## config.mk

```make
export PLATFORM = sky130hd
export DESIGN_NAME = dps_host
export DESIGN_NICKNAME = d
export VERILOG_FILES = /design/src/dps_pkg.sv /design/src/dps_sync.sv /design/src/dps_host.sv
export SDC_FILE = /design/constraint.sdc
export NUM_CORES = 1
export LEC_CHECK = 0
export ABC_AREA = 1
export BUFFER_PORTS_ARGS = -buffer_cell sky130_fd_sc_hd__buf_4
export CELL_PAD_IN_SITES_DETAIL_PLACEMENT = 2
export CELL_PAD_IN_SITES_GLOBAL_PLACEMENT = 2
export CORE_AREA = 2 2 165 167
export CTS_CLUSTER_DIAMETER = 50
export CTS_CLUSTER_SIZE = 30
export DETAILED_ROUTE_END_ITERATION = 10
export DIE_AREA = 0 0 167 169
export PLACE_DENSITY = 0.89
export SETUP_SLACK_MARGIN = 0.02
export SYNTH_ARGS = -nofsm -noshare
export SYNTH_HDL_FRONTEND = slang
export SYNTH_SLANG_ARGS = --single-unit
```

## constraint.sdc

```tcl
create_clock -name CLK -period 2.1 [get_ports CLK]
set_input_delay 0.21 -clock CLK [delete_from_list [all_inputs] [get_ports CLK]]
set_output_delay 0.21 -clock CLK [all_outputs]
set_load 0.05 [all_outputs]
```

## src/dps_pkg.sv

```systemverilog
package dps_pkg;

  // ==========================================================================
  // clock and link timing
  // ==========================================================================
  localparam int CLK_PERIOD_NS = 10;

  // times in ns, as printed for the port
  localparam int WRITE_PULSE_WIDTH_NS       = 40;
  localparam int DATA_SETUP_TO_WRITE_END_NS = 30;
  localparam int WRITE_TO_OUTPUT_FLOAT_NS   = 25;
  localparam int SELECT_TO_WRITE_END_NS     = 45;
  localparam int READ_ACCESS_NS             = 55;
  localparam int TOKEN_WRITE_TO_READ_NS     = 10;
  localparam int TOKEN_UPDATE_PULSE_NS      = 15;
  localparam int WRITE_HIGH_AFTER_BUSY_NS   = 35;

  function automatic int cyc_min(input int t_ns);
    int c;
    c = (t_ns + CLK_PERIOD_NS - 1) / CLK_PERIOD_NS;
    return (c < 1) ? 1 : c;
  endfunction

  function automatic int cyc_max(input int t_ns);
    int c;
    c = t_ns / CLK_PERIOD_NS;
    return (c < 1) ? 1 : c;
  endfunction

  function automatic int imax(input int a, input int b);
    return (a > b) ? a : b;
  endfunction

  localparam int PWE_CYC  = cyc_min(WRITE_PULSE_WIDTH_NS);
  localparam int SD_CYC   = cyc_min(DATA_SETUP_TO_WRITE_END_NS);
  localparam int HZWE_CYC = cyc_min(WRITE_TO_OUTPUT_FLOAT_NS); // a maximum: round up
  localparam int SCE_CYC  = cyc_min(SELECT_TO_WRITE_END_NS);
  localparam int ACC_CYC  = cyc_max(READ_ACCESS_NS);
  localparam int SWRD_CYC = cyc_min(TOKEN_WRITE_TO_READ_NS);
  localparam int SOP_CYC  = cyc_min(TOKEN_UPDATE_PULSE_NS);
  localparam int WH_CYC   = cyc_min(WRITE_HIGH_AFTER_BUSY_NS);
  localparam int SYNC_CYC = 2;

  // derived sequence lengths
  localparam int WR_CYC    = imax(PWE_CYC, SCE_CYC);
  localparam int WR_OE_CYC = imax(WR_CYC, HZWE_CYC + SD_CYC);
  localparam int RD_CYC    = ACC_CYC + SYNC_CYC + 1;
  localparam int GAP_CYC   = imax(SWRD_CYC, SOP_CYC);

  // ==========================================================================
  // register map (byte addresses)
  // ==========================================================================
  localparam logic [7:0] OFS_CTRL     = 8'h00;
  localparam logic [7:0] OFS_ADDR     = 8'h04;
  localparam logic [7:0] OFS_WDATA    = 8'h08;
  localparam logic [7:0] OFS_RDATA    = 8'h0C;
  localparam logic [7:0] OFS_STATUS   = 8'h10;
  localparam logic [7:0] OFS_IRQ_STAT = 8'h14;
  localparam logic [7:0] OFS_IRQ_MASK = 8'h18;

  // control fields
  localparam int CTL_START    = 0;
  localparam int CTL_WRITE    = 1;
  localparam int CTL_TOKEN    = 2;
  localparam int CTL_UPPER    = 3;
  localparam int CTL_LOWER    = 4;
  localparam int CTL_READBACK = 5;
  localparam int CTL_PRIMARY  = 8;
  localparam int CTL_OE_WRITE = 9;

  // status fields
  localparam int STS_ACTIVE = 0;
  localparam int STS_BUSY_N = 1;
  localparam int STS_INT_N  = 2;

  // interrupt fields
  localparam int IRQ_DONE     = 0;
  localparam int IRQ_BUSY     = 1;
  localparam int IRQ_MAILBOX  = 2;
  localparam int IRQ_W        = 3;

  localparam logic [IRQ_W-1:0] IRQ_MASK_RST = 3'h0;
  localparam logic [31:0]      CTRL_RST     = 32'h0000_0118;

  // ==========================================================================
  // types
  // ==========================================================================
  typedef struct packed {
    logic write;
    logic token;
    logic upper;
    logic lower;
    logic readback;
    logic primary;
    logic oe_write;
  } dps_op_t;

  typedef struct packed {
    logic ce_n;
    logic tok_n;
    logic rw;
    logic oe_n;
    logic upper_n;
    logic lower_n;
  } dps_pins_t;

  localparam dps_pins_t PINS_IDLE = '{ce_n: 1'b1, tok_n: 1'b1, rw: 1'b1,
                                      oe_n: 1'b1, upper_n: 1'b1, lower_n: 1'b1};

  localparam logic [1:0] HTRANS_NONSEQ = 2'h2;

endpackage

```

## src/dps_sync.sv

```systemverilog
`timescale 1ns/100ps

// ============================================================================
// two-flop synchroniser for pin inputs
// ============================================================================
module dps_sync #(
  parameter int         W       = 1,
  parameter logic [W-1:0] RST_VAL = '0
) (
  // clock and reset
  input  wire logic         clk,
  input  wire logic         rstn,
  // pin side and clock side
  input  wire logic [W-1:0] d,
  output logic      [W-1:0] q
);

  logic [W-1:0] meta_r;

  // first stage feeds only the second
  always_ff @(posedge clk or negedge rstn)
  begin
    if (!rstn)
    begin
      meta_r <= RST_VAL;
      q      <= RST_VAL;
    end
    else
    begin
      meta_r <= d;
      q      <= meta_r;
    end
  end

endmodule

```

## src/dps_host.sv

```systemverilog
// Contract
// - keep the direction pin at read for the whole of every read
// - address-only continuous reads are for the array, never for tokens
// - address is valid no later than port select falls in a read
// - array: select low, a lane low, token select high; token: select high
// - direction pin stays at read whenever the address changes
// - a write ends at the first of select rising or direction to read
// - with output enable low, stretch the write pulse by float plus setup; the code makes it the larger of the write pulse and float plus setup
// - upper and lower byte each reached through its own lane strobe
// - do not drive data while the device still drives the data pins
// - port select stays high through token write and its read-back
// - primary mode: busy is a device output; secondary: it stalls writes
// - the chosen target stays valid until the write ends
//
// Added by the designer: the register addresses and register access over AHB-Lite.
`timescale 1ns/100ps

module dps_host
  import dps_pkg::*;
#(
  parameter int ADDR_W = 14
) (
  // clock and reset
  input  wire logic              CLK,
  input  wire logic              RSTN,
  // ahb-lite slave
  input  wire logic              HSEL,
  input  wire logic [31:0]       HADDR,
  input  wire logic [1:0]        HTRANS,
  input  wire logic              HWRITE,
  input  wire logic [2:0]        HSIZE,
  input  wire logic [31:0]       HWDATA,
  input  wire logic              HREADY,
  output logic                   HREADYOUT,
  output logic                   HRESP,
  output logic [31:0]            HRDATA,
  // interrupt
  output logic                   IRQ,
  // memory port control
  output logic [ADDR_W-1:0]      SRAM_ADDR,
  output logic                   SRAM_CE_N,
  output logic                   SRAM_RW,
  output logic                   SRAM_OE_N,
  output logic                   UPPER_LANE_STROBE_N,
  output logic                   LOWER_LANE_STROBE_N,
  output logic                   TOKEN_LATCH_SELECT_N,
  output logic                   PRIMARY_SEL,
  // memory port data
  input  wire logic [15:0]       DQ_IN,
  output logic [15:0]            DQ_OUT,
  output logic                   DQ_OE,
  // memory port flags
  input  wire logic              BUSY_N_IN,
  input  wire logic              MAILBOX_N_IN
);

  // ==========================================================================
  // elaboration checks
  // ==========================================================================
  if (ADDR_W < 1 || ADDR_W > 32)
  begin : g_chk
    $error("ADDR_W must lie between 1 and 32");
  end

  typedef enum logic [2:0] {
    ST_IDLE, ST_ADDR, ST_WSTROBE, ST_WEND, ST_GAP, ST_RSTROBE, ST_REND
  } dps_state_t;

  // ==========================================================================
  // pin synchronisers
  // ==========================================================================
  logic [15:0] dq_s;
  logic [1:0]  flag_s;
  logic        busy_n_s;
  logic        mbox_n_s;

  dps_sync #(.W(16), .RST_VAL(16'h0000)) u_sync_dq (
    .clk  (CLK),
    .rstn (RSTN),
    .d    (DQ_IN),
    .q    (dq_s)
  );

  dps_sync #(.W(2), .RST_VAL(2'h3)) u_sync_flag (
    .clk  (CLK),
    .rstn (RSTN),
    .d    ({BUSY_N_IN, MAILBOX_N_IN}),
    .q    (flag_s)
  );

  assign busy_n_s = flag_s[1];
  assign mbox_n_s = flag_s[0];

  // ==========================================================================
  // ahb-lite address and data phase
  // ==========================================================================
  logic        ap_wr_r;
  logic [7:0]  ap_ofs_r;
  logic        ap_take;
  logic        dp_wr;

  // only the low byte is decoded; the map aliases above it
  assign ap_take = HSEL && HREADY && (HTRANS == HTRANS_NONSEQ || HTRANS == 2'h3);
  assign dp_wr   = ap_wr_r;

  always_ff @(posedge CLK or negedge RSTN)
  begin
    if (!RSTN)
    begin
      ap_wr_r  <= 1'b0;
      ap_ofs_r <= 8'h00;
    end
    else if (HREADY)
    begin
      ap_wr_r  <= ap_take && HWRITE;
      ap_ofs_r <= {HADDR[7:2], 2'b00};
    end
  end

  // zero wait state, always okay
  always_ff @(posedge CLK or negedge RSTN)
  begin
    if (!RSTN)
    begin
      HREADYOUT <= 1'b0;
      HRESP     <= 1'b0;
    end
    else
    begin
      HREADYOUT <= 1'b1;
      HRESP     <= 1'b0;
    end
  end

  // ==========================================================================
  // software registers
  // ==========================================================================
  logic [31:0]       ctrl_r;
  logic [ADDR_W-1:0] addr_r;
  logic [15:0]       wdata_r;
  logic [15:0]       rdata_r;
  logic [IRQ_W-1:0]  irq_stat_r;
  logic [IRQ_W-1:0]  irq_stat_nxt;
  logic [IRQ_W-1:0]  irq_mask_r;
  logic [IRQ_W-1:0]  irq_evt;
  dps_state_t        state_r;
  logic              start;

  // start only from idle; a start during a cycle is dropped
  assign start = dp_wr && ap_ofs_r == OFS_CTRL && HWDATA[CTL_START] && state_r == ST_IDLE;

  always_ff @(posedge CLK or negedge RSTN)
  begin
    if (!RSTN)
    begin
      ctrl_r     <= CTRL_RST;
      addr_r     <= '0;
      wdata_r    <= 16'h0000;
      irq_mask_r <= IRQ_MASK_RST;
    end
    else if (dp_wr)
    begin
      case (ap_ofs_r)
        OFS_CTRL:     ctrl_r     <= {HWDATA[31:1], 1'b0};
        OFS_ADDR:     addr_r     <= HWDATA[ADDR_W-1:0];
        OFS_WDATA:    wdata_r    <= HWDATA[15:0];
        OFS_IRQ_MASK: irq_mask_r <= HWDATA[IRQ_W-1:0];
        default:      ;
      endcase
    end
  end

  // sticky status, write one to clear, set beats clear
  always_comb
  begin
    irq_stat_nxt = irq_stat_r;
    if (dp_wr && ap_ofs_r == OFS_IRQ_STAT)
      irq_stat_nxt = irq_stat_r & ~HWDATA[IRQ_W-1:0];
    irq_stat_nxt = irq_stat_nxt | irq_evt;
  end

  always_ff @(posedge CLK or negedge RSTN)
  begin
    if (!RSTN)
    begin
      irq_stat_r <= '0;
      IRQ        <= 1'b0;
    end
    else
    begin
      irq_stat_r <= irq_stat_nxt;
      IRQ        <= |(irq_stat_nxt & irq_mask_r);
    end
  end

  // read data registered in the address phase; a write in the data phase
  // just before is not yet visible to a read issued back to back
  always_ff @(posedge CLK or negedge RSTN)
  begin
    if (!RSTN)
      HRDATA <= 32'h0000_0000;
    else if (ap_take && !HWRITE)
    begin
      case ({HADDR[7:2], 2'b00})
        OFS_CTRL:     HRDATA <= ctrl_r;
        OFS_ADDR:     HRDATA <= 32'(addr_r);
        OFS_WDATA:    HRDATA <= {16'h0000, wdata_r};
        OFS_RDATA:    HRDATA <= {16'h0000, rdata_r};
        OFS_STATUS:   HRDATA <= {29'h0, mbox_n_s, busy_n_s, state_r != ST_IDLE};
        OFS_IRQ_STAT: HRDATA <= {29'h0, irq_stat_r};
        OFS_IRQ_MASK: HRDATA <= {29'h0, irq_mask_r};
        default:      HRDATA <= 32'h0000_0000;
      endcase
    end
  end

  // ==========================================================================
  // port sequencer
  // ==========================================================================
  dps_op_t   op_r;
  dps_pins_t pins_r;
  logic [7:0] cnt_r;
  logic [7:0] wlen_r;
  logic       mbox_prev_r;
  logic       busy_evt;
  logic       done_evt;
  logic       sel_low_ce;

  // array cycles use port select, token cycles the token select only
  assign sel_low_ce = !op_r.token;

  always_ff @(posedge CLK or negedge RSTN)
  begin
    if (!RSTN)
    begin
      state_r   <= ST_IDLE;
      op_r      <= '0;
      pins_r    <= PINS_IDLE;
      cnt_r     <= 8'h00;
      wlen_r    <= 8'h00;
      SRAM_ADDR <= '0;
      DQ_OUT    <= 16'h0000;
      DQ_OE     <= 1'b0;
      rdata_r   <= 16'h0000;
      busy_evt  <= 1'b0;
      done_evt  <= 1'b0;
    end
    else
    begin
      busy_evt <= 1'b0;
      done_evt <= 1'b0;
      case (state_r)
        ST_IDLE:
        begin
          pins_r <= PINS_IDLE;
          DQ_OE  <= 1'b0;
          if (start)
          begin
            // address moves only while direction is at read
            op_r      <= '{write: HWDATA[CTL_WRITE], token: HWDATA[CTL_TOKEN],
                           upper: HWDATA[CTL_UPPER], lower: HWDATA[CTL_LOWER],
                           readback: HWDATA[CTL_READBACK],
                           primary: HWDATA[CTL_PRIMARY], oe_write: HWDATA[CTL_OE_WRITE]};
            SRAM_ADDR <= addr_r;
            DQ_OUT    <= wdata_r;
            wlen_r    <= HWDATA[CTL_OE_WRITE] ? 8'(WR_OE_CYC) : 8'(WR_CYC);
            cnt_r     <= 8'h00;
            state_r   <= ST_ADDR;
          end
        end
        ST_ADDR:
        begin
          cnt_r <= 8'h00;
          if (op_r.write)
          begin
            // select, lanes and direction fall together: device output floats
            pins_r.ce_n    <= !sel_low_ce;
            pins_r.tok_n   <= sel_low_ce;
            pins_r.rw      <= 1'b0;
            pins_r.upper_n <= !op_r.upper;
            pins_r.lower_n <= !op_r.lower;
            pins_r.oe_n    <= !op_r.oe_write;
            DQ_OE          <= !op_r.oe_write;
            state_r        <= ST_WSTROBE;
          end
          else
          begin
            state_r <= ST_RSTROBE;
            pins_r  <= '{ce_n: !sel_low_ce, tok_n: sel_low_ce, rw: 1'b1, oe_n: 1'b0,
                         upper_n: !op_r.upper, lower_n: !op_r.lower};
          end
        end
        ST_WSTROBE:
        begin
          cnt_r <= cnt_r + 8'h01;
          // with output enable low, drive only after the device floats
          if (op_r.oe_write && cnt_r + 8'h01 >= 8'(HZWE_CYC))
            DQ_OE <= 1'b1;
          if (!op_r.primary && !busy_n_s)
          begin
            // secondary mode: busy holds the pulse, then a recovery span
            cnt_r    <= 8'h00;
            busy_evt <= 1'b1;
            if (wlen_r < 8'(WH_CYC))
              wlen_r <= 8'(WH_CYC);
          end
          else if (cnt_r + 8'h01 >= wlen_r)
          begin
            // end of write: direction and select rise on the same edge
            pins_r  <= PINS_IDLE;
            state_r <= ST_WEND;
          end
        end
        ST_WEND:
        begin
          // data held one cycle past the end, address held too
          DQ_OE <= 1'b0;
          cnt_r <= 8'h00;
          if (op_r.token && op_r.readback)
            state_r <= ST_GAP;
          else
          begin
            done_evt <= 1'b1;
            state_r  <= ST_IDLE;
          end
        end
        ST_GAP:
        begin
          // token select high for the update pulse, port select stays high
          cnt_r <= cnt_r + 8'h01;
          if (cnt_r + 8'h01 >= 8'(GAP_CYC))
          begin
            op_r.write <= 1'b0;
            cnt_r      <= 8'h00;
            pins_r     <= '{ce_n: 1'b1, tok_n: 1'b0, rw: 1'b1, oe_n: 1'b0,
                            upper_n: !op_r.upper, lower_n: !op_r.lower};
            state_r    <= ST_RSTROBE;
          end
        end
        ST_RSTROBE:
        begin
          cnt_r <= cnt_r + 8'h01;
          if (cnt_r + 8'h01 >= 8'(RD_CYC))
          begin
            // sample after access time plus synchroniser latency
            rdata_r  <= dq_s;
            busy_evt <= op_r.primary && !busy_n_s && !op_r.token;
            pins_r   <= PINS_IDLE;
            state_r  <= ST_REND;
          end
        end
        ST_REND:
        begin
          done_evt <= 1'b1;
          state_r  <= ST_IDLE;
        end
        default:
        begin
          pins_r  <= PINS_IDLE;
          DQ_OE   <= 1'b0;
          state_r <= ST_IDLE;
        end
      endcase
    end
  end

  // ==========================================================================
  // flag events and pin outputs
  // ==========================================================================
  // mailbox flag falls some time after the far side's last enable; we only
  // see the level, so a falling edge of the synced flag is the event
  always_ff @(posedge CLK or negedge RSTN)
  begin
    if (!RSTN)
      mbox_prev_r <= 1'b1;
    else
      mbox_prev_r <= mbox_n_s;
  end

  assign irq_evt = {mbox_prev_r && !mbox_n_s, busy_evt, done_evt};

  // token ownership is read back in bit zero; losing a contended request
  // shows as a one there, software retries
  assign SRAM_CE_N            = pins_r.ce_n;
  assign SRAM_RW              = pins_r.rw;
  assign SRAM_OE_N            = pins_r.oe_n;
  assign UPPER_LANE_STROBE_N  = pins_r.upper_n;
  assign LOWER_LANE_STROBE_N  = pins_r.lower_n;
  assign TOKEN_LATCH_SELECT_N = pins_r.tok_n;

  // primary strap follows the control register
  always_ff @(posedge CLK or negedge RSTN)
  begin
    if (!RSTN)
      PRIMARY_SEL <= 1'b1;
    else
      PRIMARY_SEL <= ctrl_r[CTL_PRIMARY];
  end

  // the address-only read style is never used: every read strobes port select or, for tokens, token select

endmodule

```

==> out/qor.txt, run 1 <==
Status: finished, violations left
Failing checks: negative setup slack
Share of the synthesized area in the top cell type: 0.582
Vias per cell: 5.61
Worst Hold Path Cells: 2
Vias in the first global route: 9855
Hold Vio Cnt, Final: 0
GRT overflow: 0
Worst path bufs/invs: 2
Post-route insts no fill: 1552
Placed Cells: 1411
Worst-path cell chain: buf_6, ha_4, xor2_4, ha_4, nand2_2, nand2_2, nand2_2, nand3_2, nand2_4, clkinvlp_4, nand4_1, nand2_1
R2R depth: 12
Die height: 169 um
Max Clock Freq: 443 MHz
Gpl congestion: 0.792
WL final: 46400 um
Min-delay worst type: input pin to flip-flop
Layout cells sized above 1: 0.266
Flip-flop and latch area: 0.00558 sq mm
Synth Cell Area: 0.00890 sq mm
Total track usage: 0.313
Number of fill cells: 2745
Synthesis-to-layout area growth: 40.8%
Reg2reg end: state_r[0]
Num ports: 165
Post-Synthesis Cells: 946
CTS tree: built
DRC: 0
Cell Rows: 60
Yosys warning count: 0
Die area: 0.0282 sq mm
Period utilization: 1.07
Hpwl dp: 21600 um
Worst Max-Slew Pin Slew: 798 ps
Leading area contributor after synthesis: dfrtp_1
Cell Int Power: 0.00886 W
P_sw: 0.00535 W
TritonCTS Buffers: 29
Starting DRT DRC Count: 810
Top Family by Delay on Critical Path: simple AND/OR/NAND/NOR gates
Synthesized area per cell: 9.41 sq um
DRT Pass-1 Iters: 5
Die width: 167 um
Async SR Flop Fraction: 1.00
Cell variety after synth: 42
CP max FO: 4
Clk root buf: clkbuf_16
EDFF count, synth: 0
Worst Hold Launch: HREADY
Clock Power Share: 0.383
Input/output buffers: 133
Comb power frac: 0.248
DR WL/cell: 29.9 um
Sequential area share after synthesis: 0.626
Clock latency reported for the late side of the worst-skew pair: 600 ps
Post-route clock skew: 51.4 ps
Type of the worst setup path: flip-flop to flip-flop
Commonest cells post-synth: 289 x nand2_1, 207 x dfrtp_1, 120 x o21ai_0, 94 x inv_1, 38 x nor2_1
Power density over the cells: 1130 mW/mm^2
Sequential share of power: 0.369
Clk slew on worst S/H paths: 60 ps
CP max stage delay: 420 ps
Sw frac: 0.377
Top_reg_cell synth: dfrtp_1
Min setup slack post-route: -156 ps
CP most frequent cell: nand2_2
Flop2flop setup slack: -160 ps
Number of H-tree levels: 1
Cell with the largest stage delay on the worst path: dfrtp_2
Tmin final: 2260 ps
Max VDD drop: 752 uV
Initial antenna violation count: 1
Largest net degree at the start of global routing: 79
Num Clock Sinks: 222
Dpl ws: -73.3 ps
#FFs+latches synth: 222
Number of max-cap violations: 0
CP Capture Type: flip-flop
DRT antenna net count: 0
First-pass GRT wire length: 66000 um
Rel. slew slack: 0.468
Fin nets: 1285
Final count of negative-setup-slack endpoints: 26
Multi-input logic area: 0.00309 sq mm
Vias: 8714
Startpoint types: flip-flop
Critical R2R Launch: cnt_r[0]
Starting density of the core: 0.336
Synthesized Nets: 1044
CP Data Arrival Time: 2680 ps
CP required: 2520 ps
Top-count cell post-synth: nand2_1
Top cells by area, synth: dfrtp_1 58%, nand2_1 12%, o21ai_0 6.7%, dfstp_2 4.4%, inv_1 4.0%
Core area: 0.0265 sq mm
Unrepaired setup endpoints after global routing: true
Clk buf depth: 3
Leakage: 6.16 nW
Final Max Tran Viols: 0
Hold Path Sink: ap_ofs_r[7]
-- per-layer routing --
layer  vias up  share of wire  global-route usage
met2       434           0.52               0.565
li1       3535              -                   -
met5         -              0                   0
met3       194          0.055              0.0505
met1      4551           0.35               0.344
met4         0          0.074               0.195
-- registers in the layout, indices dropped and copies added, names as in the netlist, 2 cells and up --
name,flops
ap_ofs_r,6
SRAM_ADDR,14
DQ_OUT,16
cnt_r,8
addr_r,14
u_sync_flag.meta_r,2
wdata_r,16
irq_stat_r,3
ctrl_r,31
op_r,7
u_sync_flag.q,2
u_sync_dq.meta_r,16
irq_mask_r,3
rdata_r,16
u_sync_dq.q,16
wlen_r,3
HRDATA,32
state_r,3
-- kinds of logic after synthesis --
logic type | after synthesis | synth area share
AO/OA/AOI/OAI | 182 | 0.110
flip-flops | 222 | 0.626
buffers and inverters | 133 | 0.0610
adder cells (fa/ha/maj) | 6 | 0.00843
AND/OR/NAND/NOR | 396 | 0.188
multiplexers | 4 | 0.00506
XOR/XNOR | 1 | 0.000984
other | 2 | 0.000843
-- worst max-delay path by stage --
stage / start / endpoint / cells after the start
6_report: cnt_r[0] / state_r[0] / 12
2_1_floorplan: cnt_r[0] / LOWER_LANE_STROBE_N / 15
4_1_cts: state_r[1] / wlen_r[0] / 8
3_5_place_dp: cnt_r[1] / SRAM_RW / 12
3_3_place_gp: cnt_r[1] / LOWER_LANE_STROBE_N / 12
5_1_grt: cnt_r[3] / rdata_r[10] / 10
-- cell usage in the layout, fill, tap and decap left out, types with 3 or more instances in the layout --
cell type | synthesis | final
clkbuf_8 | 0 | 3
clkinv_4 | 0 | 3
nand4_1 | 19 | 19
clkinv_2 | 0 | 3
o211ai_1 | 7 | 7
buf_4 | 2 | 165
dfstp_2 | 15 | 15
nor2_4 | 4 | 7
nand3_2 | 1 | 3
inv_2 | 2 | 4
o221ai_1 | 3 | 3
buf_6 | 1 | 3
inv_1 | 94 | 90
dfrtp_2 | 0 | 5
nand2_2 | 2 | 22
inv_6 | 0 | 10
mux2_2 | 4 | 4
ha_4 | 0 | 5
nor2_1 | 38 | 33
dlygate4sd3_1 | 0 | 64
a21oi_1 | 30 | 30
o21ai_0 | 120 | 115
nor2_2 | 4 | 6
buf_12 | 1 | 5
clkbuf_1 | 21 | 3
dfrtp_1 | 207 | 202
nand2_4 | 0 | 5
clkinv_1 | 3 | 3
o21ai_2 | 1 | 3
nand2_1 | 289 | 265
nand3_1 | 32 | 28
clkbuf_16 | 0 | 29
o22ai_1 | 5 | 5
o21ai_1 | 5 | 7
a22oi_1 | 4 | 4
-- power groups by stage --
| stage | Combinational (W) | Clock [W] | Sequential [W] |
|---|---|---|---|
| after floorplan | 0.00113 | 0 | 0.00550 |
| after global placement | 0.00231 | 0 | 0.00514 |
| after detailed placement | 0.00248 | 0 | 0.00519 |
| after CTS | 0.00286 | 0.00525 | 0.00517 |
| after global routing | 0.00372 | 0.00562 | 0.00529 |
| final | 0.00353 | 0.00544 | 0.00525 |
-- stage by stage --
stage	setup TNS (ps)	area [sq um]	power [W]	util	hold slack, ps
floorplan	0	8900	0.00663	-	-85.6
global placement	0	10400	0.00745	0.393	251
detailed placement	-695	10400	0.00767	0.393	256
CTS	0	12100	0.0133	0.457	12.2
global route	-5120	12500	0.0146	0.473	30.9
finish	-1240	12500	0.0142	0.473	43.5
-- repair_timing --
action | CTS | global route
pin swaps | 2 | 16
setup endpoints to repair | 26 | 68
buffers inserted | 2 | 15
gates cloned | 1 | 4
hold buffers | 64 | 0
resized for setup | 9 | 75
endpoints found under the hold margin | 144 | 0
-- cell type report --
cell class                      count  area share
Sequential cell                   222       0.445
Multi-Input combinational cell    593       0.247
Timing Repair Buffer              238       0.162
Clock buffer                       35      0.0621
Tap cell                          341      0.0340
Inverter                          100      0.0315
Clock inverter                     19      0.0167
Timing Repair inverter              3     0.00200
Antenna cell                        1    0.000200
Note: power is estimated with default switching activity, not from simulation.
==> run 2: changes to the inputs <==
--- a/config.mk
+++ b/config.mk
@@ -9,13 +9,15 @@
 export BUFFER_PORTS_ARGS = -buffer_cell sky130_fd_sc_hd__buf_4
 export CELL_PAD_IN_SITES_DETAIL_PLACEMENT = 2
 export CELL_PAD_IN_SITES_GLOBAL_PLACEMENT = 2
-export CORE_AREA = 2 2 165 167
+export CORE_AREA = 2 2 164 166
+export CTS_BUF_LIST = sky130_fd_sc_hd__clkbuf_4 sky130_fd_sc_hd__clkbuf_8
 export CTS_CLUSTER_DIAMETER = 50
 export CTS_CLUSTER_SIZE = 30
 export DETAILED_ROUTE_END_ITERATION = 10
-export DIE_AREA = 0 0 167 169
-export PLACE_DENSITY = 0.89
+export DIE_AREA = 0 0 166 168
+export PLACE_DENSITY = 0.9
 export SETUP_SLACK_MARGIN = 0.02
 export SYNTH_ARGS = -nofsm -noshare
 export SYNTH_HDL_FRONTEND = slang
+export SYNTH_HIERARCHICAL = 1
 export SYNTH_SLANG_ARGS = --single-unit
==> run 2 against run 1 <==
  * Via count shrank 9.2%
  * Critical path type unchanged
  * Sequential power is essentially flat
  * Wire length fell by 25%
  * Clock power down 29%
  * Count of clock-buffer cells in the layout fell by 3
  * Critical endpoint is now state_r[1]
  * The flow now finishes without violations
  * Maximum frequency increased by 8.0%
  * Largest power group is now registers
  * Worst hold slack got worse by 2.3 ps
==> out/qor.txt, run 2 <==
Most frequent cells in the layout: 281 x nand2_1, 204 x dfrtp_1, 153 x buf_4 (was 265 x nand2_1, 202 x dfrtp_1, 165 x buf_4)
CP Capture Type: flip-flop (unchanged)
Commonest cells post-synth: 296 x nand2_1, 207 x dfrtp_1, 96 x inv_1, 93 x o21ai_0, 42 x nor2_1 (was 289 x nand2_1, 207 x dfrtp_1, 120 x o21ai_0, 94 x inv_1, 38 x nor2_1)
Number of H-tree levels: 1 (unchanged)
First-pass GRT wire length: 53700 um (was 66000 um)
Max VDD drop: 767 uV (was 752 uV)
Sequential area share after synthesis: 0.621 (was 0.626)
Min setup slack post-route: 11.8 ps (was -156 ps)
Synthesized area per cell: 9.41 sq um (about the same)
Largest net degree at the start of global routing: 64 (was 79)
CP max FO: 20 (was 4)
Worst path bufs/invs: 4 (was 2)
Gpl congestion: 0.796 (was 0.792)
DRC: 0 (unchanged)
Unrepaired setup endpoints after global routing: true (unchanged)
Sw frac: 0.372 (was 0.377)
Hpwl dp: 20600 um (was 21600 um)
Number of fill cells: 2740 (was 2745)
CP required: 2610 ps (was 2520 ps)
Starting DRT DRC Count: 462 (was 810)
Synthesis-to-layout area growth: 34.3% (was 40.8%)
#FFs+latches synth: 222 (unchanged)
Period utilization: 0.994 (was 1.07)
Post-route clock skew: 46.1 ps (was 51.4 ps)
Max reg flops: 32 (unchanged)
Post-Synthesis Cells: 953 (was 946)
Number of max-cap violations: 0 (unchanged)
Comb power frac: 0.254 (was 0.248)
Worst Max-Slew Pin Slew: 711 ps (was 798 ps)
Post-route cell area: 0.0121 sq mm (was 0.0125 sq mm)
CP Data Arrival Time: 2600 ps (was 2680 ps)
Vias: 7916 (was 8714)
Input/output buffers: 133 (unchanged)
Hold Vio Cnt, Final: 0 (unchanged)
Clock latency reported for the late side of the worst-skew pair: 610 ps (was 600 ps)
Fin nets: 1280 (was 1285)
CP max stage delay: 480 ps (was 420 ps)
Compound-cell area share of the yosys netlist: 0.101 (was 0.110)
Worst-path cell chain: buf_4, buf_4, nand3_4, nand2_1, nand2_2, nand2_2, nor2_4, buf_12, nand2_8, o21ai_0, inv_1, nand2_1 (was buf_6, ha_4, xor2_4, ha_4, nand2_2, nand2_2, nand2_2, nand3_2, nand2_4, clkinvlp_4, nand4_1, nand2_1)
Dpl ws: -72.1 ps (was -73.3 ps)
P_sw: 0.00453 W (was 0.00535 W)
Multi-input logic area: 0.00299 sq mm (was 0.00309 sq mm)
Top cells by area, synth: dfrtp_1 58%, nand2_1 12%, o21ai_0 5.2%, dfstp_2 4.4%, inv_1 4.0% (was dfrtp_1 58%, nand2_1 12%, o21ai_0 6.7%, dfstp_2 4.4%, inv_1 4.0%)
DRT antenna net count: 0 (unchanged)
Async SR Flop Fraction: 1.00 (unchanged)
Simple-gate share of the synthesized area: 0.202 (was 0.188)
DRT Pass-1 Iters: 4 (was 5)
CTS tree: built (unchanged)
Vias in the first global route: 9234 (was 9855)
Cell Int Power: 0.00764 W (was 0.00886 W)
Post-Synth XOR/XNOR Area: 0 (was 0.000984)
Core area: 0.0264 sq mm (was 0.0265 sq mm)
Cell area after placement: 0.0105 sq mm (was 0.0104 sq mm)
Cell with the largest stage delay on the worst path: dfrtp_2 (unchanged)
Die height: 168 um (was 169 um)
GRT overflow: 0 (unchanged)
Sequential share of power: 0.429 (was 0.369)
Power density over the cells: 1010 mW/mm^2 (was 1130 mW/mm^2)
Synth Cell Area: 0.00897 sq mm (was 0.00890 sq mm)
Cell Rows: 60 (unchanged)
Clk buf depth: 3 (unchanged)
Leading area contributor after synthesis: dfrtp_1 (unchanged)
Leakage: 6.12 nW (was 6.16 nW)
Die area: 0.0279 sq mm (was 0.0282 sq mm)
Mux share of post-synthesis cell area: 0.00628 (was 0.00506)
Vias per cell: 5.12 (was 5.61)
Rel. slew slack: 0.526 (was 0.468)
Status: completed (was finished, violations left)
Clock Power Share: 0.317 (was 0.383)
Total track usage: 0.246 (was 0.313)
Top_reg_cell synth: dfrtp_1 (unchanged)
Startpoint types: flip-flop (unchanged)
Final hold slack: 41.2 ps (was 43.5 ps)
Layout cells sized above 1: 0.251 (was 0.266)
TritonCTS Buffers: 29 (unchanged)
Share of the synthesized area in the top cell type: 0.577 (was 0.582)
WL final: 35000 um (was 46400 um)
Flip-flop and latch area: 0.00558 sq mm (about the same)
Top-count cell post-synth: nand2_1 (unchanged)
Die width: 166 um (was 167 um)
Yosys warning count: 6 (was 0)
Clk root buf: clkbuf_8 (was clkbuf_16)
Max Clock Freq: 479 MHz (was 443 MHz)
Starting density of the core: 0.341 (was 0.336)
Cell variety after synth: 40 (was 42)
Main combinational cell family by area after synthesis: simple AND/OR/NAND/NOR gates (unchanged)
Area share of fa/ha/maj cells after synthesis: 0.00837 (was 0.00843)
EDFF count, synth: 0 (unchanged)
Most flop-heavy register: HRDATA (unchanged)
Final count of negative-setup-slack endpoints: 0 (was 26)
Biggest regs: HRDATA: 32 flops, ctrl_r: 31 flops (unchanged)
DR WL/cell: 22.6 um (was 29.9 um)
Type of the worst setup path: flip-flop to flip-flop (unchanged)
Num ports: 165 (unchanged)
Min-delay worst type: input pin to flip-flop (unchanged)
Initial antenna violation count: 1 (unchanged)
Top Family by Delay on Critical Path: simple AND/OR/NAND/NOR gates (unchanged)
Final Max Tran Viols: 0 (unchanged)
Num Clock Sinks: 222 (unchanged)
Commonest non-fill, non-tap cell in the layout: nand2_1 (unchanged)
Synthesized Nets: 1051 (was 1044)
Clk slew on worst S/H paths: 90 ps (was 60 ps)
Tmin final: 2090 ps (was 2260 ps)
-- run 2: final timing paths --
| path | startpoint | end | slack (ps) | depth (start not counted) |
|---|---|---|---|---|
| min in group asynchronous | RSTN | HRDATA[6] | 170 | 2 |
| worst min register to register | u_sync_dq/meta_r[5] | u_sync_dq/q[5] | 360 | 0 |
| worst max register to register | cnt_r[0] | state_r[1] | 10 | 12 |
| max in group asynchronous | RSTN | SRAM_OE_N | 1140 | 3 |
| worst max-delay path | cnt_r[0] | state_r[1] | 10 | 12 |
| worst min-delay path | HWDATA[2] | op_r[5] | 40 | 3 |
-- run 2: cells by family (layout without fill, tap and decap cells) --
group / count (synthesis) / after routing
DFF: 222 / 222
adders and majority gates: 6 / 6
buffers and inverters: 135 / 386
AOI/OAI and AO/OA: 164 / 164
and+or+nand+nor: 419 / 420
muxes: 5 / 5
other: 2 / 3
-- run 2: power groups by stage --
stage / Combinational, W / Clock (W) / Sequential [W]
floorplan: 0.00118 / 0 / 0.00559
global placement: 0.00241 / 0 / 0.00521
detailed placement: 0.00258 / 0 / 0.00526
CTS: 0.00279 / 0.00386 / 0.00518
global route: 0.00335 / 0.00405 / 0.00528
finish: 0.00309 / 0.00385 / 0.00522
-- run 2: area by class of cell --
class | instances | share of cell area
Sequential cell | 222 | 0.463
Multi-Input combinational cell | 597 | 0.248
Timing Repair Buffer | 229 | 0.163
Clock buffer | 32 | 0.0365
Tap cell | 341 | 0.0354
Inverter | 102 | 0.0326
Clock inverter | 22 | 0.0199
Timing Repair inverter | 1 | 0.000623
Antenna cell | 1 | 0.000208
-- run 2: metrics by stage --
| stage | utilization | total power (W) | setup TNS [ps] | cells |
|---|---|---|---|---|
| after floorplan | - | 0.00677 | 0 | 953 |
| after global placement | 0.397 | 0.00763 | 0 | 1416 |
| after detailed placement | 0.397 | 0.00784 | -362 | 1416 |
| after CTS | 0.450 | 0.0118 | 0 | 1540 |
| after global routing | 0.457 | 0.0127 | -552 | 1547 |
| final | 0.457 | 0.0122 | 0 | 1547 |
-- run 2: repair_timing --
item,in CTS,in global routing
cloned,0,2
endpoints found under the hold margin,194,0
pin swaps,0,7
buffers inserted,3,4
endpoints found under the setup margin,8,44
hold buffers,67,0
resized for setup,6,34
-- run 2: worst reg2reg max path, stage by stage (launching register included) --
cell and delay [ps]:
dfrtp_2 480, buf_4 160, buf_4 140, nand3_4 90
nand2_1 80, nand2_2 90, nand2_2 70, nor2_4 190
buf_12 140, nand2_8 130, o21ai_0 300, inv_1 80
nand2_1 80
-- run 2: metal layers --
metal / GRT usage / part of all wire
met3: 0.0433 / 0.048
met5: 0 / 0
met2: 0.447 / 0.52
met1: 0.292 / 0.39
met4: 0.0911 / 0.038
==> run 3: changes to the inputs <==
--- a/config.mk
+++ b/config.mk
@@ -5,17 +5,16 @@
 export SDC_FILE = /design/constraint.sdc
 export NUM_CORES = 1
 export LEC_CHECK = 0
-export ABC_AREA = 1
 export BUFFER_PORTS_ARGS = -buffer_cell sky130_fd_sc_hd__buf_4
 export CELL_PAD_IN_SITES_DETAIL_PLACEMENT = 2
 export CELL_PAD_IN_SITES_GLOBAL_PLACEMENT = 2
-export CORE_AREA = 2 2 164 166
+export CORE_AREA = 2 2 157 159
 export CTS_BUF_LIST = sky130_fd_sc_hd__clkbuf_4 sky130_fd_sc_hd__clkbuf_8
 export CTS_CLUSTER_DIAMETER = 50
 export CTS_CLUSTER_SIZE = 30
 export DETAILED_ROUTE_END_ITERATION = 10
-export DIE_AREA = 0 0 166 168
-export PLACE_DENSITY = 0.9
+export DIE_AREA = 0 0 159 161
+export PLACE_DENSITY = 0.92
 export SETUP_SLACK_MARGIN = 0.02
 export SYNTH_ARGS = -nofsm -noshare
 export SYNTH_HDL_FRONTEND = slang
==> run 3 against run 2 <==
  * Wire length rose by 18%
  * Combinational power rose by 13%
  * Register-to-register slack got worse by 440 ps
  * Die area fell by 8.2%
  * Count of clock-buffer cells in the layout fell by 5
  * Total power rose by 1.2%
  * Sequential power rose by 3%
  * Maximum frequency fell by 17%
  * Final cell count fell by 13%
  * Clock power fell by 11%
  * First-iteration DRC count rose by 24%
  * Largest power group unchanged
  * Largest cell class unchanged
  * The run now ends with negative setup slack left
==> out/qor.txt, run 3 <==
CTS tree: built (unchanged)
Num Clock Sinks: 222 (unchanged)
Input/output buffers: 133 (unchanged)
DRT Pass-1 Iters: 4 (unchanged)
DRC: 0 (unchanged)
Sw frac: 0.373 (was 0.372)
Min setup slack post-route: -424 ps (was 11.8 ps)
Synthesis-to-layout area growth: 37.0% (was 34.3%)
Post-route insts no fill: 1352 (was 1547)
Share of the synthesized area in the top cell type: 0.577 (about the same)
Clk root buf: clkbuf_8 (unchanged)
Num ports: 165 (unchanged)
Leading area contributor after synthesis: dfrtp_1 (unchanged)
Top-count cell post-synth: nand2_1 (unchanged)
Setup TNS: -7420 ps (was 0 ps)
Period utilization: 1.20 (was 0.994)
P_sw: 0.00460 W (was 0.00453 W)
Commonest non-fill, non-tap cell in the layout: nand2_1 (unchanged)
Commonest cells post-synth: 221 x nand2_1, 207 x dfrtp_1, 43 x mux2_2, 36 x a22o_1, 25 x clkbuf_1 (was 296 x nand2_1, 207 x dfrtp_1, 96 x inv_1, 93 x o21ai_0, 42 x nor2_1)
Sequential area share after synthesis: 0.620 (was 0.621)
Placed Cells: 1226 (was 1416)
Initial antenna violation count: 0 (was 1)
Die width: 159 um (was 166 um)
Top_reg_cell synth: dfrtp_1 (unchanged)
First-pass GRT wire length: 58900 um (was 53700 um)
Layout cells sized above 1: 0.351 (was 0.251)
Type of the worst setup path: flip-flop to flip-flop (unchanged)
Max reg flops: 32 (unchanged)
CP max FO: 5 (was 20)
Post-route clock skew: 51.4 ps (was 46.1 ps)
Synthesized area per cell: 11.7 sq um (was 9.41 sq um)
Leakage: 5.85 nW (was 6.12 nW)
Number of H-tree levels: 1 (unchanged)
Vias: 7651 (was 7916)
Yosys warning count: 6 (unchanged)
Unrepaired setup endpoints after global routing: true (unchanged)
Fin nets: 1108 (was 1280)
Vias per cell: 5.66 (was 5.12)
Starting density of the core: 0.375 (was 0.341)
Post-Synthesis Cells: 766 (was 953)
CP required: 2600 ps (was 2610 ps)
Top cells by area, synth: dfrtp_1 58%, nand2_1 9.2%, mux2_2 5.4%, dfstp_2 4.4%, a22o_1 3.5% (was dfrtp_1 58%, nand2_1 12%, o21ai_0 5.2%, dfstp_2 4.4%, inv_1 4.0%)
Final count of negative-setup-slack endpoints: 31 (was 0)
Vias in the first global route: 8679 (was 9234)
Clk buf depth: 3 (unchanged)
Biggest regs: HRDATA: 32 flops, ctrl_r: 31 flops (unchanged)
Starting DRT DRC Count: 574 (was 462)
Cell Rows: 57 (was 60)
Rel. slew slack: 0.581 (was 0.526)
Dpl ws: -419 ps (was -72.1 ps)
WL final: 41400 um (was 35000 um)
CP Capture Type: flip-flop (unchanged)
Total track usage: 0.309 (was 0.246)
Core area: 0.0240 sq mm (was 0.0264 sq mm)
Cell Int Power: 0.00772 W (was 0.00764 W)
Max Clock Freq: 396 MHz (was 479 MHz)
Power density over the cells: 1000 mW/mm^2 (was 1010 mW/mm^2)
Async SR Flop Fraction: 1.00 (unchanged)
Synth Cell Area: 0.00898 sq mm (was 0.00897 sq mm)
Final hold slack: 45.8 ps (was 41.2 ps)
Min-delay worst type: input pin to flip-flop (unchanged)
Die height: 161 um (was 168 um)
EDFF count, synth: 0 (unchanged)
Final Max Tran Viols: 0 (unchanged)
Cell variety after synth: 67 (was 40)
Synthesized Nets: 864 (was 1051)
Startpoint types: flip-flop (unchanged)
Most frequent cells in the layout: 221 x nand2_1, 204 x dfrtp_1, 181 x buf_4 (was 281 x nand2_1, 204 x dfrtp_1, 153 x buf_4)
GRT overflow: 0 (unchanged)
Comb power frac: 0.285 (was 0.254)
TritonCTS Buffers: 24 (was 29)
DRT antenna net count: 0 (unchanged)
Max VDD drop: 373 uV (was 767 uV)
Clock Power Share: 0.279 (was 0.317)
Sequential share of power: 0.436 (was 0.429)
Tmin final: 2520 ps (was 2090 ps)
Number of max-cap violations: 0 (unchanged)
Hpwl dp: 20400 um (was 20600 um)
Most flop-heavy register: HRDATA (unchanged)
Clock latency reported for the late side of the worst-skew pair: 610 ps (about the same)
DR WL/cell: 30.7 um (was 22.6 um)
# diodes: 0 (was 1)
CP Data Arrival Time: 3020 ps (was 2600 ps)
Die area: 0.0256 sq mm (was 0.0279 sq mm)
Status: finished, violations left (was completed)
Gpl congestion: 0.815 (was 0.796)
#FFs+latches synth: 222 (unchanged)
Worst Max-Slew Pin Slew: 629 ps (was 711 ps)
Hold Vio Cnt, Final: 0 (unchanged)
Largest net degree at the start of global routing: 65 (was 64)
Failing checks: negative setup slack
Clk slew on worst S/H paths: 120 ps (was 90 ps)
run 3: cell types whose count changed after synthesis, sizes merged, moves of 11 or more:
cell,delta
mux2,+48
nand2,-92
mux4,+11
inv,-88
nand3,-32
a22o,+36
nor2,-30
o21ai,-88
a21oi,-11
run 3: through the flow:
step                instance area, sq um   util  power, W
floorplan                           9040      -   0.00676
global placement                   10700  0.444   0.00760
detailed placement                 10700  0.444   0.00786
CTS                                12100  0.505    0.0116
global route                       12300  0.514    0.0127
finish                             12300  0.514    0.0123
run 3: power by group through the flow:
stage	logic [W]	registers [W]	clock network [W]
floorplan	0.00136	0.00539	0
global placement	0.00238	0.00523	0
detailed placement	0.00256	0.00529	0
CTS	0.00298	0.00527	0.00338
global route	0.00366	0.00540	0.00366
finish	0.00350	0.00537	0.00344
run 3: final cells by class:
class	instances	area [sq um]
fillers	2322	11700
flip-flops and latches	222	5580
multi-input cells	490	3470
repair buffers	258	2230
well taps	324	405
clock buffers	27	365
clock inverters	17	208
inverters	14	55.1
run 3: timing repair:
action | CTS | global route
setup endpoints to repair | 58 | 75
gates cloned | 1 | 1
pin swaps | 13 | 16
hold buffers | 59 | 0
hold endpoints to repair | 155 | 0
setup buffers | 9 | 15
resized for setup | 41 | 27
run 3: logic make-up after synthesis:
| logic type | share of synthesized area |
|---|---|
| buffers and inverters | 0.0258 |
| other | 0.000836 |
| adders and majority gates | 0.00836 |
| DFF | 0.620 |
| and+or+nand+nor | 0.143 |
| xor gates and xnor gates | 0.00293 |
| AOI/OAI and AO/OA | 0.0957 |
| muxes | 0.103 |
run 3: metal layers:
metal,part of all wire,vias to the layer above,wire (um),global-route usage
met5,0,-,0,0
met3,0.049,144,2040,0.0519
li1,-,3123,-,-
met4,0.053,0,2210,0.140
met1,0.38,4041,15800,0.363
met2,0.52,343,21400,0.557
run 3: worst paths after layout:
| check | start | cells after the start | end | slack, ps |
|---|---|---|---|---|
| max | cnt_r[0] | 10 | LOWER_LANE_STROBE_N | -420 |
| min | HADDR[4] | 2 | ap_ofs_r[4] | 50 |
| max reg2reg | cnt_r[0] | 10 | LOWER_LANE_STROBE_N | -420 |
| min reg2reg | u_sync_dq/meta_r[6] | 0 | u_sync_dq/q[6] | 360 |
| max in group asynchronous | RSTN | 3 | ctrl_r[3] | 1080 |
| min in group asynchronous | RSTN | 2 | wdata_r[15] | 150 |
run 3: critical path: stages, from the launching register on:
cell,delay (ps)
dfrtp_2,470
inv_2,90
ha_4,290
inv_4,40
ha_4,160
or3b_4,370
a211o_1,320
a221oi_4,250
buf_6,170
nor3_4,60
o22a_1,210
